`config.mk`:
```
export PLATFORM = sky130hd
export DESIGN_NAME = qec_top
export DESIGN_NICKNAME = d
export VERILOG_FILES = /design/src/logic/qec_pkg.sv /design/src/logic/qec_filter.sv /design/src/logic/qec_top.sv
export SDC_FILE = /design/constraint.sdc
export NUM_CORES = 2
export LEC_CHECK = 0
export BUFFER_PORTS_ARGS = -buffer_cell sky130_fd_sc_hd__clkbuf_2
export CORE_ASPECT_RATIO = 1.1
export CORE_UTILIZATION = 50
export CTS_BUF_LIST = sky130_fd_sc_hd__clkbuf_8
export CTS_CLUSTER_SIZE = 25
export DETAILED_ROUTE_END_ITERATION = 8
export PLACE_DENSITY = 0.68
export SYNTH_ARGS = -nofsm -noshare
export SYNTH_HDL_FRONTEND = slang
export SYNTH_SLANG_ARGS = --single-unit
```
`constraint.sdc`:
```
create_clock -name clk_i -period 28.4 [get_ports clk_i]
set_clock_uncertainty 0.15 [all_clocks]
set_input_delay 1.42 -clock clk_i [delete_from_list [all_inputs] [get_ports clk_i]]
set_output_delay 1.42 -clock clk_i [all_outputs]
set_load 0.01 [all_outputs]
```
`src/logic/qec_pkg.sv`:
```
package qec_pkg;
	// ==========================================================
	// sizes
	localparam int AXES        = 4;
	localparam int CNT_W       = 24;
	localparam int BYTE_W      = 8;
	localparam int ADDR_W      = 12;
	localparam int FILT_STAGES = 4;
	localparam int IN_PER_AXIS = 3;
	localparam int IN_PHASE_A  = 0;
	localparam int IN_PHASE_B  = 1;
	localparam int IN_INDEX    = 2;

	// ==========================================================
	// sample clock for the input filters
	localparam int unsigned SYS_CLK_HZ     = 20_000_000;
	localparam int unsigned SAMPLE_MAX_HZ  = 10_000_000;
	localparam int unsigned SAMPLE_DIV_MIN = SYS_CLK_HZ / SAMPLE_MAX_HZ;
	localparam int          RATE_SEL_W     = 3;
	localparam int          DIV_W          = 6;
	localparam logic [RATE_SEL_W-1:0] RATE_SEL_SLOWEST = 3'h4;

	// ==========================================================
	// base address and indirect map
	localparam logic [3:0]        BASE_HI_2XX     = 4'h2;
	localparam logic [3:0]        BASE_HI_3XX     = 4'h3;
	localparam logic [BYTE_W-1:0] IDX_AXIS_LAST   = 8'h07;
	localparam logic [BYTE_W-1:0] IDX_GLOBAL_LOAD = 8'h08;
	localparam logic [BYTE_W-1:0] IDX_GLOBAL_CMD  = 8'h09;
	localparam logic [BYTE_W-1:0] IDX_IRQ_LOW     = 8'h0a;
	localparam logic [BYTE_W-1:0] IDX_IRQ_HIGH    = 8'h0b;
	localparam logic [1:0]        BYTE_PTR_LAST   = 2'h2;
	localparam logic [CNT_W-1:0]  CNT_MAX         = 24'hffffff;
	localparam logic [CNT_W-1:0]  CNT_ZERO        = 24'h000000;

	// ==========================================================
	// command byte sequence and counting modes
	typedef enum logic [1:0] {
		CMD_MASTER = 2'b00,
		CMD_INPUT  = 2'b01,
		CMD_OUTCNT = 2'b10,
		CMD_DECODE = 2'b11
	} qec_cmd_t;

	typedef enum logic [1:0] {
		MODE_QUAD = 2'b00,
		MODE_PDIR = 2'b01,
		MODE_UPDN = 2'b10
	} qec_mode_t;

	// ==========================================================
	// bit positions inside setup bytes and the flag word
	localparam int MST_CAPTURE    = 0;
	localparam int MST_RESET      = 1;
	localparam int MST_LOAD       = 2;
	localparam int MST_BCD        = 3;
	localparam int MST_CLR_FLAGS  = 4;
	localparam int IN_IDX_GATE    = 4;
	localparam int IN_IDX_CAPTURE = 5;
	localparam int IN_IDX_EN      = 6;
	localparam int OC_EN_LO       = 4;
	localparam int FLG_CARRY      = 0;
	localparam int FLG_BORROW     = 1;
	localparam int FLG_CMP        = 2;
	localparam int FLG_INDEX      = 3;
	localparam int FLG_UP         = 4;
	localparam int FLG_EVT_W      = 4;
endpackage

```
`src/logic/qec_filter.sv`:
```
`timescale 1ns/1ps
module qec_filter
	import qec_pkg::*;
(
	input  wire logic clk_i,     // system clock
	input  wire logic sys_rst_i, // synchronous reset, active high
	input  wire logic tick_i,    // sample clock enable pulse
	input  wire logic raw_i,     // unfiltered input
	output logic      filt_o     // conditioned input
);
	logic [FILT_STAGES-1:0] shift_r;
	logic [FILT_STAGES-1:0] shift_nxt;
	logic                   filt_r;
	logic                   filt_nxt;

	// ==========================================================
	// four samples must agree before the output moves; spikes shorter
	// than the window never reach the counter
	always_comb begin
		shift_nxt = shift_r;
		filt_nxt  = filt_r;
		if (tick_i) begin
			shift_nxt = {shift_r[FILT_STAGES-2:0], raw_i};
			if (&shift_r)
				filt_nxt = 1'b1;
			else if (~|shift_r)
				filt_nxt = 1'b0;
		end
	end

	always_ff @(posedge clk_i) begin
		if (sys_rst_i) begin
			shift_r <= '0;
			filt_r  <= 1'b0;
		end else begin
			shift_r <= shift_nxt;
			filt_r  <= filt_nxt;
		end
	end

	assign filt_o = filt_r;
endmodule

```
`src/logic/qec_top.sv`:
```
// Behaviour
// - every phase A, phase B and index input passes a four-stage digital filter
// - filters sample on one strap-selected clock, five rates, fastest 10 MHz
// - accepts about 333 kHz per phase in quadrature, 1.25 MHz in count modes
// - each axis has its own 24-bit counter fed by its filtered inputs
// - modes: quadrature, pulse plus direction, separate up and down pulses
// - count read back as plain binary or as BCD, as configured
// - latch on command or index; or load counter from load value on index
// - maskable requests on index, overflow or underflow, and compare match
// - adjacent counters chain so carry or borrow feeds the next axis
// - upper four base address bits from strap: 2xx or 3xx range
// - lower eight bits from two switches; odd low nibble settings unusable
// - two ports: even holds indirect address, odd carries register data
// - indirect address holds across data accesses until rewritten
// - data write at even axis address fills load value byte, advances pointer
// - data read at even axis address returns latch byte, advances pointer
// - odd axis address: write goes to command port, read gives flag word
// - 08 writes all load values, 09 all command ports; reads invalid
// - 0A and 0B reach the irq controller low and high ports
// - input bit 4 low: index resets counter when bit 5 is high; high: index gates phases
// - input bit 5 low: index loads counter; high: index captures latch
// - sample rates 0.625 to 10 MHz, slowest is the default
`timescale 1ns/1ps
module qec_top
	import qec_pkg::*;
(
	input  wire logic                        clk_i,                   // 20 MHz clock
	input  wire logic                        sys_rst_i,               // sync reset, high
	input  wire logic [ADDR_W-1:0]           io_addr_i,               // I/O address
	input  wire logic                        io_wr_i,                 // write strobe, 1 cycle
	input  wire logic                        io_rd_i,                 // read strobe, 1 cycle
	input  wire logic [BYTE_W-1:0]           io_wdata_i,              // write data
	output logic      [BYTE_W-1:0]           io_rdata_o,              // read data
	output logic                             io_rack_o,               // read data valid pulse
	input  wire logic                        base_high_nibble_strap_i, // 0: 2xx, 1: 3xx
	input  wire logic [3:0]                  base_mid_nibble_switch_i, // address bits 7:4
	input  wire logic [3:0]                  base_low_nibble_switch_i, // address bits 3:0
	input  wire logic [RATE_SEL_W-1:0]       sample_rate_strap_i,     // 0 fastest, 4 slowest
	input  wire logic [AXES-2:0]             cascade_strap_i,         // bit n: axis n to n+1
	input  wire logic [AXES*IN_PER_AXIS-1:0] enc_in_i,                // A,B,index per axis
	output logic                             irq_ctl_wr_o,            // controller write pulse
	output logic                             irq_ctl_rd_o,            // controller read pulse
	output logic                             irq_ctl_a0_o,            // low 0, high 1
	output logic      [BYTE_W-1:0]           irq_ctl_wdata_o,         // controller write data
	input  wire logic [BYTE_W-1:0]           irq_ctl_rdata_i,         // controller read data
	output logic      [AXES-1:0]             axis_irq_o               // per-axis request
);
	// ==========================================================
	// filter sample clock: divide by 2 << strap, so 10 MHz down to 0.625 MHz
	logic [DIV_W-1:0]      div_r, div_nxt;
	logic                  tick_r, tick_nxt;
	logic [RATE_SEL_W-1:0] rate_r, rate_nxt;
	logic [DIV_W-1:0]      div_last;

	always_comb begin
		rate_nxt = (sample_rate_strap_i > RATE_SEL_SLOWEST) ? RATE_SEL_SLOWEST
			: sample_rate_strap_i;
		div_last = DIV_W'((SAMPLE_DIV_MIN << rate_r) - 1);
		div_nxt  = (div_r >= div_last) ? '0 : div_r + 1'b1;
		tick_nxt = (div_r >= div_last);
	end

	always_ff @(posedge clk_i) begin
		if (sys_rst_i) begin
			div_r  <= '0;
			tick_r <= 1'b0;
			rate_r <= RATE_SEL_SLOWEST;
		end else begin
			div_r  <= div_nxt;
			tick_r <= tick_nxt;
			rate_r <= rate_nxt;
		end
	end

	// ==========================================================
	// input conditioning, one filter per pin
	logic [AXES*IN_PER_AXIS-1:0] filt;

	genvar gi;
	generate
		for (gi = 0; gi < AXES*IN_PER_AXIS; gi++) begin : g_filt
			qec_filter u_filt (
				.clk_i     (clk_i),
				.sys_rst_i (sys_rst_i),
				.tick_i    (tick_r),
				.raw_i     (enc_in_i[gi]),
				.filt_o    (filt[gi])
			);
		end
	endgenerate

	// ==========================================================
	// BCD conversion of a latched count; values past 999999 wrap
	function automatic logic [CNT_W-1:0] to_bcd(input logic [CNT_W-1:0] bin);
		logic [CNT_W-1:0] bcd;
		bcd = '0;
		for (int i = CNT_W-1; i >= 0; i--) begin
			for (int d = 0; d < CNT_W/4; d++)
				if (bcd[d*4 +: 4] > 4'h4)
					bcd[d*4 +: 4] = bcd[d*4 +: 4] + 4'h3;
			bcd = {bcd[CNT_W-2:0], bin[i]};
		end
		return bcd;
	endfunction

	// ==========================================================
	// host port, indirect address, per-axis registers and counters
	logic [BYTE_W-1:0] idx_r, idx_nxt;
	logic [BYTE_W-1:0] rdata_r, rdata_nxt;
	logic              rack_r, rack_nxt;
	logic              icw_r, icw_nxt, icr_r, icr_nxt, ica0_r, ica0_nxt;
	logic [BYTE_W-1:0] icd_r, icd_nxt;
	logic [AXES-1:0]   irq_r, irq_nxt;

	logic [CNT_W-1:0]  cnt_r   [AXES];
	logic [CNT_W-1:0]  cnt_nxt [AXES];
	logic [CNT_W-1:0]  load_r  [AXES];
	logic [CNT_W-1:0]  load_nxt[AXES];
	logic [CNT_W-1:0]  latch_r [AXES];
	logic [CNT_W-1:0]  latch_nxt[AXES];
	logic [BYTE_W-1:0] mst_r   [AXES];
	logic [BYTE_W-1:0] mst_nxt [AXES];
	logic [BYTE_W-1:0] inp_r   [AXES];
	logic [BYTE_W-1:0] inp_nxt [AXES];
	logic [BYTE_W-1:0] occ_r   [AXES];
	logic [BYTE_W-1:0] occ_nxt [AXES];
	logic [BYTE_W-1:0] dec_r   [AXES];
	logic [BYTE_W-1:0] dec_nxt [AXES];
	logic [BYTE_W-1:0] flg_r   [AXES];
	logic [BYTE_W-1:0] flg_nxt [AXES];
	qec_cmd_t          seq_r   [AXES];
	qec_cmd_t          seq_nxt [AXES];
	logic [1:0]        ptr_r   [AXES];
	logic [1:0]        ptr_nxt [AXES];
	logic [AXES-1:0]   pa_r, pb_r, pi_r;
	logic [AXES-1:0]   cy_r, cy_nxt, bw_r, bw_nxt;

	logic [ADDR_W-1:0] base;
	logic              hit, wr_idx, wr_dat, rd_dat;

	// base from strap and switches; bit 0 forced even because two ports are used
	always_comb begin
		base = {base_high_nibble_strap_i ? BASE_HI_3XX : BASE_HI_2XX,
			base_mid_nibble_switch_i, base_low_nibble_switch_i[3:1], 1'b0};
		hit    = (io_addr_i[ADDR_W-1:1] == base[ADDR_W-1:1]);
		wr_idx = hit & io_wr_i & ~io_addr_i[0];
		wr_dat = hit & io_wr_i & io_addr_i[0];
		rd_dat = hit & io_rd_i & io_addr_i[0];
	end

	// one combinational pass per axis; host writes override counting in a cycle
	always_comb begin
		logic            sel_ev, sel_od, a_q, b_q, i_q, up, dn, gate_ok, idx_edge;
		logic [CNT_W-1:0] shown;
		sel_ev = 1'b0; sel_od = 1'b0; a_q = 1'b0; b_q = 1'b0; i_q = 1'b0;
		up = 1'b0; dn = 1'b0; gate_ok = 1'b0; idx_edge = 1'b0; shown = '0;
		idx_nxt   = wr_idx ? io_wdata_i : idx_r;
		rdata_nxt = rdata_r;
		rack_nxt  = rd_dat;
		icw_nxt   = 1'b0;
		icr_nxt   = 1'b0;
		// port select follows the index, so the controller already shows the
		// right port when a data read samples its bus in the strobe cycle
		ica0_nxt  = (idx_nxt == IDX_IRQ_HIGH);
		icd_nxt   = icd_r;
		if ((wr_dat | rd_dat) & (idx_r == IDX_IRQ_LOW | idx_r == IDX_IRQ_HIGH)) begin
			icw_nxt  = wr_dat;
			icr_nxt  = rd_dat;
			icd_nxt  = io_wdata_i;
		end
		if (rd_dat & (idx_r > IDX_AXIS_LAST))
			rdata_nxt = (idx_r == IDX_IRQ_LOW | idx_r == IDX_IRQ_HIGH) ? irq_ctl_rdata_i
				: '0;
		if (hit & io_rd_i & ~io_addr_i[0])
			rdata_nxt = idx_r;
		rack_nxt = hit & io_rd_i;

		for (int a = 0; a < AXES; a++) begin
			cnt_nxt[a]   = cnt_r[a];
			load_nxt[a]  = load_r[a];
			latch_nxt[a] = latch_r[a];
			mst_nxt[a]   = mst_r[a];
			inp_nxt[a]   = inp_r[a];
			occ_nxt[a]   = occ_r[a];
			dec_nxt[a]   = dec_r[a];
			flg_nxt[a]   = flg_r[a];
			seq_nxt[a]   = seq_r[a];
			ptr_nxt[a]   = ptr_r[a];
			cy_nxt[a]    = 1'b0;
			bw_nxt[a]    = 1'b0;

			// counting from filtered inputs
			a_q = filt[a*IN_PER_AXIS + IN_PHASE_A];
			b_q = filt[a*IN_PER_AXIS + IN_PHASE_B];
			i_q = filt[a*IN_PER_AXIS + IN_INDEX];
			up = 1'b0;
			dn = 1'b0;
			gate_ok = ~(inp_r[a][IN_IDX_EN] & inp_r[a][IN_IDX_GATE]) | i_q;
			if (gate_ok) begin
				case (qec_mode_t'(dec_r[a][1:0]))
					MODE_QUAD: begin
						if ((a_q ^ pa_r[a]) & ~(b_q ^ pb_r[a])) begin
							up = (a_q != b_q);
							dn = (a_q == b_q);
						end else if ((b_q ^ pb_r[a]) & ~(a_q ^ pa_r[a])) begin
							up = (a_q == b_q);
							dn = (a_q != b_q);
						end
					end
					MODE_PDIR: begin
						up = a_q & ~pa_r[a] & b_q;
						dn = a_q & ~pa_r[a] & ~b_q;
					end
					MODE_UPDN: begin
						up = a_q & ~pa_r[a];
						dn = b_q & ~pb_r[a];
					end
					default: begin
						up = 1'b0;
						dn = 1'b0;
					end
				endcase
			end
			if (a > 0) begin
				if (cascade_strap_i[a-1]) begin
					up = up | cy_r[a-1];
					dn = dn | bw_r[a-1];
				end
			end
			if (up & ~dn) begin
				cnt_nxt[a] = cnt_r[a] + 1'b1;
				cy_nxt[a]  = (cnt_r[a] == CNT_MAX);
				flg_nxt[a][FLG_UP] = 1'b1;
			end else if (dn & ~up) begin
				cnt_nxt[a] = cnt_r[a] - 1'b1;
				bw_nxt[a]  = (cnt_r[a] == CNT_ZERO);
				flg_nxt[a][FLG_UP] = 1'b0;
			end

			// index actions on a valid index edge
			idx_edge = i_q & ~pi_r[a] & inp_r[a][IN_IDX_EN];
			if (idx_edge) begin
				if (~inp_r[a][IN_IDX_GATE])
					cnt_nxt[a] = CNT_ZERO;
				if (inp_r[a][IN_IDX_CAPTURE])
					latch_nxt[a] = cnt_r[a];
				else
					cnt_nxt[a] = load_r[a];
			end

			// host access: own addresses and global ones
			sel_ev = (idx_r == BYTE_W'(2*a));
			sel_od = (idx_r == BYTE_W'(2*a + 1));
			if (wr_dat & (sel_ev | idx_r == IDX_GLOBAL_LOAD)) begin
				load_nxt[a][{ptr_r[a], 3'b000} +: BYTE_W] = io_wdata_i;
				ptr_nxt[a] = (ptr_r[a] == BYTE_PTR_LAST) ? 2'h0 : ptr_r[a] + 1'b1;
			end
			if (rd_dat & sel_ev) begin
				shown = mst_r[a][MST_BCD] ? to_bcd(latch_r[a]) : latch_r[a];
				rdata_nxt  = shown[{ptr_r[a], 3'b000} +: BYTE_W];
				ptr_nxt[a] = (ptr_r[a] == BYTE_PTR_LAST) ? 2'h0 : ptr_r[a] + 1'b1;
			end
			if (rd_dat & sel_od) begin
				rdata_nxt  = flg_r[a];
				flg_nxt[a][FLG_EVT_W-1:0] = '0;
			end
			if (wr_dat & (sel_od | idx_r == IDX_GLOBAL_CMD)) begin
				ptr_nxt[a] = 2'h0;
				seq_nxt[a] = qec_cmd_t'(seq_r[a] + 1'b1);
				case (seq_r[a])
					CMD_MASTER: begin
						mst_nxt[a] = io_wdata_i;
						if (io_wdata_i[MST_RESET])
							cnt_nxt[a] = CNT_ZERO;
						if (io_wdata_i[MST_LOAD])
							cnt_nxt[a] = load_r[a];
						if (io_wdata_i[MST_CAPTURE])
							latch_nxt[a] = cnt_r[a];
						if (io_wdata_i[MST_CLR_FLAGS])
							flg_nxt[a][FLG_EVT_W-1:0] = '0;
					end
					CMD_INPUT:  inp_nxt[a] = io_wdata_i;
					CMD_OUTCNT: occ_nxt[a] = io_wdata_i;
					CMD_DECODE: dec_nxt[a] = io_wdata_i;
					default:    seq_nxt[a] = CMD_MASTER;
				endcase
			end

			// sticky event flags; a new event wins over a clear in the same cycle
			if (cy_nxt[a])
				flg_nxt[a][FLG_CARRY] = 1'b1;
			if (bw_nxt[a])
				flg_nxt[a][FLG_BORROW] = 1'b1;
			if (idx_edge)
				flg_nxt[a][FLG_INDEX] = 1'b1;
			if ((cnt_nxt[a] != cnt_r[a]) & (cnt_nxt[a] == load_r[a]))
				flg_nxt[a][FLG_CMP] = 1'b1;
			irq_nxt[a] = |(flg_r[a][FLG_EVT_W-1:0] & occ_r[a][OC_EN_LO +: FLG_EVT_W]);
		end
	end

	always_ff @(posedge clk_i) begin
		if (sys_rst_i) begin
			idx_r   <= '0;
			rdata_r <= '0;
			rack_r  <= 1'b0;
			icw_r   <= 1'b0;
			icr_r   <= 1'b0;
			ica0_r  <= 1'b0;
			icd_r   <= '0;
			irq_r   <= '0;
			pa_r    <= '0;
			pb_r    <= '0;
			pi_r    <= '0;
			cy_r    <= '0;
			bw_r    <= '0;
			for (int a = 0; a < AXES; a++) begin
				cnt_r[a]   <= '0;
				load_r[a]  <= '0;
				latch_r[a] <= '0;
				mst_r[a]   <= '0;
				inp_r[a]   <= '0;
				occ_r[a]   <= '0;
				dec_r[a]   <= '0;
				flg_r[a]   <= '0;
				seq_r[a]   <= CMD_MASTER;
				ptr_r[a]   <= '0;
			end
		end else begin
			idx_r   <= idx_nxt;
			rdata_r <= rdata_nxt;
			rack_r  <= rack_nxt;
			icw_r   <= icw_nxt;
			icr_r   <= icr_nxt;
			ica0_r  <= ica0_nxt;
			icd_r   <= icd_nxt;
			irq_r   <= irq_nxt;
			cy_r    <= cy_nxt;
			bw_r    <= bw_nxt;
			for (int a = 0; a < AXES; a++) begin
				pa_r[a]    <= filt[a*IN_PER_AXIS + IN_PHASE_A];
				pb_r[a]    <= filt[a*IN_PER_AXIS + IN_PHASE_B];
				pi_r[a]    <= filt[a*IN_PER_AXIS + IN_INDEX];
				cnt_r[a]   <= cnt_nxt[a];
				load_r[a]  <= load_nxt[a];
				latch_r[a] <= latch_nxt[a];
				mst_r[a]   <= mst_nxt[a];
				inp_r[a]   <= inp_nxt[a];
				occ_r[a]   <= occ_nxt[a];
				dec_r[a]   <= dec_nxt[a];
				flg_r[a]   <= flg_nxt[a];
				seq_r[a]   <= seq_nxt[a];
				ptr_r[a]   <= ptr_nxt[a];
			end
		end
	end

	// every output straight from a flip-flop
	assign io_rdata_o      = rdata_r;
	assign io_rack_o       = rack_r;
	assign irq_ctl_wr_o    = icw_r;
	assign irq_ctl_rd_o    = icr_r;
	assign irq_ctl_a0_o    = ica0_r;
	assign irq_ctl_wdata_o = icd_r;
	assign axis_irq_o      = irq_r;
endmodule

```
==> flow_summary.html <==
<table>
<tr><th>Metric</th><th>Value</th></tr>
<tr><th colspan="2">Status</th></tr>
<tr><td>Status</td><td>finished, violations left</td></tr>
<tr><td>Failing checks</td><td>DRC</td></tr>
<tr><th colspan="2">Global routing</th></tr>
<tr><td>Total routing usage reported by global routing</td><td>0.2801</td></tr>
<tr><td>Antenna violations before repair</td><td>10</td></tr>
<tr><td>Via count of the first global-routing pass</td><td>~73000</td></tr>
<tr><td>Pin count of the biggest net entering global routing</td><td>154</td></tr>
<tr><td>Remaining global-route overflow</td><td>0</td></tr>
<tr><td>Global-route wire length before repair</td><td>365900 µm</td></tr>
<tr><th colspan="2">Timing</th></tr>
<tr><td>RSZ-0062 raised after global routing</td><td>no</td></tr>
<tr><td>Max Clk Rate</td><td>37.98 MHz</td></tr>
<tr><td>Post-layout worst setup margin</td><td>2072 ps</td></tr>
<tr><td>Period utilization</td><td>0.9270</td></tr>
<tr><td>Final count of pins violating max slew</td><td>0</td></tr>
<tr><td>Crit path time final</td><td>~26000 ps</td></tr>
<tr><td>Setup Viol. Count Final</td><td>0</td></tr>
<tr><td>Fin. Hold Viols</td><td>0</td></tr>
<tr><td>Fin Hold WS</td><td>303.9 ps</td></tr>
<tr><td>Setup TNS</td><td>0 ps</td></tr>
<tr><td>Slew Limit Headroom</td><td>0.1555</td></tr>
<tr><td>Transition time at the pin with the least slew margin</td><td>~1300 ps</td></tr>
<tr><th colspan="2">Job</th></tr>
<tr><td># Max-Cap Violations</td><td>0</td></tr>
<tr><th colspan="2">Pwr</th></tr>
<tr><td>Switching Fraction</td><td>0.2535</td></tr>
<tr><td>Lkg Pwr</td><td>29.54 nW</td></tr>
<tr><td>Power density normalized to cell area</td><td>18.51 nW/µm²</td></tr>
<tr><td>Combinational share of power</td><td>0.051</td></tr>
<tr><td>Sequential fraction of design power</td><td>0.473</td></tr>
<tr><td>Part of the total power dissipated in the clock network</td><td>0.476</td></tr>
<tr><td>NetSw</td><td>368.8 µW</td></tr>
<tr><td>Worst vdd rail ir drop</td><td>53.91 µV</td></tr>
<tr><td>Pwr Total</td><td>approximately 1.5 mW</td></tr>
<tr><td>Internal power</td><td>1.086 mW</td></tr>
<tr><th colspan="2">Clock tree</th></tr>
<tr><td>Later-pin clock latency in the skew report</td><td>around 740 ps</td></tr>
<tr><td>Number of levels in the clock H-tree</td><td>3</td></tr>
<tr><td># Post-CTS Setup Buffers</td><td>0</td></tr>
<tr><td>CTS root buffer</td><td>clkbuf_8</td></tr>
<tr><td>TritonCTS clock tree</td><td>done</td></tr>
<tr><td>Post-cts resize count</td><td>0</td></tr>
<tr><td># clock sinks</td><td>484</td></tr>
<tr><td>CTS Buffer Depth</td><td>3</td></tr>
<tr><td>Number of buffers created by CTS</td><td>86</td></tr>
<tr><td>Number of hold buffers added after cts</td><td>0</td></tr>
<tr><td>Clk pin slew, worst setup/hold paths</td><td>60 ps</td></tr>
<tr><th colspan="2">Placement</th></tr>
<tr><td>Placer Congestion</td><td>0.9832</td></tr>
<tr><td>Post-detail-place hpwl</td><td>174300 µm</td></tr>
<tr><td>Placed Cells</td><td>12160</td></tr>
<tr><td>Worst setup slack before clock tree synthesis</td><td>1877 ps</td></tr>
<tr><td>Port Buf Inserts</td><td>just over 80</td></tr>
<tr><td>Placed inst area</td><td>76580 µm²</td></tr>
<tr><th colspan="2">Cells and area</th></tr>
<tr><td>Final Core Density</td><td>0.5248</td></tr>
<tr><td>NumNets Final</td><td>~11000</td></tr>
<tr><td>Share of post-route cells with drive strength above 1</td><td>0.09024</td></tr>
<tr><td>Final design area excluding fillers</td><td>78560 µm²</td></tr>
<tr><td>Relative area change from synthesis to final layout</td><td>4.301%</td></tr>
<tr><td>Non-Filler Instances</td><td>12320</td></tr>
<tr><th colspan="2">Yosys</th></tr>
<tr><td>Sequential area share after synthesis</td><td>0.1286</td></tr>
<tr><td>Count of unique library cells instantiated by Yosys</td><td>about 160</td></tr>
<tr><td>Number of cells produced by synthesis</td><td>10560</td></tr>
<tr><td>Syn Area/Cell</td><td>7.133 µm²</td></tr>
<tr><td>Netlist Area Pre-Place</td><td>75320 µm²</td></tr>
<tr><td>#FFs+latches synth</td><td>484</td></tr>
<tr><td>Number of warnings printed during yosys synthesis</td><td>0</td></tr>
<tr><td>Number of synthesized flops with an enable pin</td><td>0</td></tr>
<tr><td>Fraction of registers with async set/reset</td><td>0</td></tr>
<tr><td>Primary flip-flop cell chosen by synthesis mapping</td><td>dfxtp_1</td></tr>
<tr><td>Net count after synthesis</td><td>around 11000</td></tr>
<tr><th colspan="2">Critical path</th></tr>
<tr><td>Critical path's top delay family</td><td>compound AO/OA/AOI/OAI gates</td></tr>
<tr><td>Worst path bufs/invs</td><td>18</td></tr>
<tr><td>Most used cell along the critical path</td><td>ha_1</td></tr>
<tr><td>Endpoint type of the worst setup path</td><td>flop</td></tr>
<tr><td>Slowest CP cell</td><td>dfxtp_1</td></tr>
<tr><td>Biggest cell delay along the critical path</td><td>600 ps</td></tr>
<tr><td>Signal arrival time at the worst endpoint</td><td>roughly 27000 ps</td></tr>
<tr><td>Setup slack, reg-to-reg</td><td>2070 ps</td></tr>
<tr><td>Critical-path maximum fanout</td><td>12</td></tr>
<tr><td>Critical setup path kind</td><td>reg -&gt; reg</td></tr>
<tr><td>Required time worst endpoint</td><td>28880 ps</td></tr>
<tr><td>CP startpoint kind</td><td>flop</td></tr>
<tr><th colspan="2">Die</th></tr>
<tr><td>Initial Util</td><td>0.5032</td></tr>
<tr><td>Die area</td><td>152200 µm²</td></tr>
<tr><td>I/O pin total</td><td>83</td></tr>
<tr><td>Horizontal die dimension</td><td>372.1 µm</td></tr>
<tr><td>Die outline height</td><td>409.1 µm</td></tr>
<tr><td>Core Box Area</td><td>roughly 150000 µm²</td></tr>
<tr><td>Floorplan row count</td><td>149</td></tr>
<tr><th colspan="2">Hold path</th></tr>
<tr><td>Worst min-delay path category</td><td>reg -&gt; reg</td></tr>
<tr><th colspan="2">Drt</th></tr>
<tr><td>Final routed wirelength across all metal layers</td><td>227200 µm</td></tr>
<tr><td>Number of vias after detailed routing</td><td>roughly 81000</td></tr>
<tr><td>Post-detailed-route wirelength per cell</td><td>18.44 µm</td></tr>
<tr><td>DRC Markers</td><td>4</td></tr>
<tr><td>Pre-Repair DR Iteration Count</td><td>9</td></tr>
<tr><td>Post-DRT Antenna Nets</td><td>0</td></tr>
<tr><td>Initial DRC Count</td><td>7048</td></tr>
<tr><td>Via density</td><td>between 6 and 7</td></tr>
</table>
registers in the layout (all words and copies together), names as in the netlist, 6 cells and up:
name and flops:
cnt_r 96, dec_r 8, div_r 6, flg_r 20
g_filt.u_filt.filt_o 12, g_filt.u_filt.shift_r 48, idx_r 8, inp_r 12
io_rdata_o 8, irq_ctl_wdata_o 8, latch_r 96, load_r 96
occ_r 16, ptr_r 8, seq_r 8
final cells by class:
cell class              count  area, µm²
diodes                      9      22.52
clock buffers             106       1459
clock inverters            47      379.1
fillers                 14670      71140
inverters                 541       2031
multi-input cells        9012      61500
flip-flops and latches    484       9693
well taps                1963       2456
repair buffers            160       1021
path summary, 6_finish.rpt:
kind	endpoint	depth (start not counted)	from
setup reg to reg	io_rdata_o[1]$_SDFFE_PP0P_	113	latch_r[2][22]$_SDFF_PP0_
hold / removal	latch_r[0][0]$_SDFF_PP0_	2	latch_r[0][0]$_SDFF_PP0_
hold reg to reg	latch_r[0][0]$_SDFF_PP0_	2	latch_r[0][0]$_SDFF_PP0_
setup / recovery	io_rdata_o[1]$_SDFFE_PP0P_	113	latch_r[2][22]$_SDFF_PP0_
cells in the mapped netlist, drive strengths merged (77+ instances only):
library cell,count,area (µm²)
and2,172,1087
nand4,130,813.3
dfxtp,484,9689
xnor2,274,2490
o22ai,86,550.5
o31ai,111,890.8
inv,529,1986
o21ai,449,2270
nor4,135,884.6
and3,111,701.9
nor2b,77,484.2
ha,544,6807
or2,103,651.9
nand2,1104,4146
a22oi,124,930.9
a21o,112,845.8
a211oi,139,1139
a2111oi,88,924.6
nand3,435,2187
nor2,932,3516
a21oi,859,4329
mux2i,376,3810
mux2,204,2346
nor3,342,1757
or3,110,704.4
clkbuf,399,1573
buf,122,673.2
nand2b,106,663.1
a31oi,200,1295
o211ai,138,1036
xor2,149,1320
kinds of logic after synthesis:
| group | synth area share |
|---|---|
| multiplexers | 0.08232 |
| adder cells (fa/ha/maj) | 0.09050 |
| AND/OR/NAND/NOR | 0.2644 |
| XOR/XNOR | 0.05208 |
| AO/OA/AOI/OAI | 0.3248 |
| buffers and inverters | 0.05732 |
| flip-flops | 0.1286 |
layer usage:
layer	vias up	GRT usage	share of wire
met5	-	0	0.00035
met4	12	0.1112	0.041
met3	485	0.03490	0.063
met2	2776	0.4725	0.47
met1	38160	0.3581	0.43
li1	39420	-	-
worst register-to-register path: cells and delay by family, from the launching register on:
kind	cells	cell delay, ps
AO/OA/AOI/OAI	28	7020
multiplexers	5	1380
AND/OR/NAND/NOR	32	6600
buffers and inverters	18	2010
adder cells (fa/ha/maj)	22	6400
flip-flops	1	600
XOR/XNOR	8	2050
power by group through the flow:
stage | logic (mW) | clock network, mW | registers (mW)
finish | 0.0738 | 0.692 | 0.688
global placement | 0.0708 | 0 | 0.703
global route | 0.0792 | 0.731 | 0.688
detailed placement | 0.0716 | 0 | 0.703
floorplan | 0.0446 | 0 | 0.700
CTS | 0.0718 | 0.702 | 0.688
cells in the final DEF, fill, tap and decap left out, drive strengths merged, types with 110 or more instances in the layout:
cell and instances:
a21o 112, o31ai 111, mux2 204, clkbuf 186, and3 111, o211ai 138
nor3 342, nand2 1104, a21oi 859, and2 172, nand3 435, nand4 130
xnor2 274, a22oi 124, inv 554, nor4 135, xor2 149, or3 110
dfxtp 484, mux2i 376, o21ai 449, nor2 932, ha 544, a31oi 200
a211oi 139
Power figures use the tool's default switching activity.
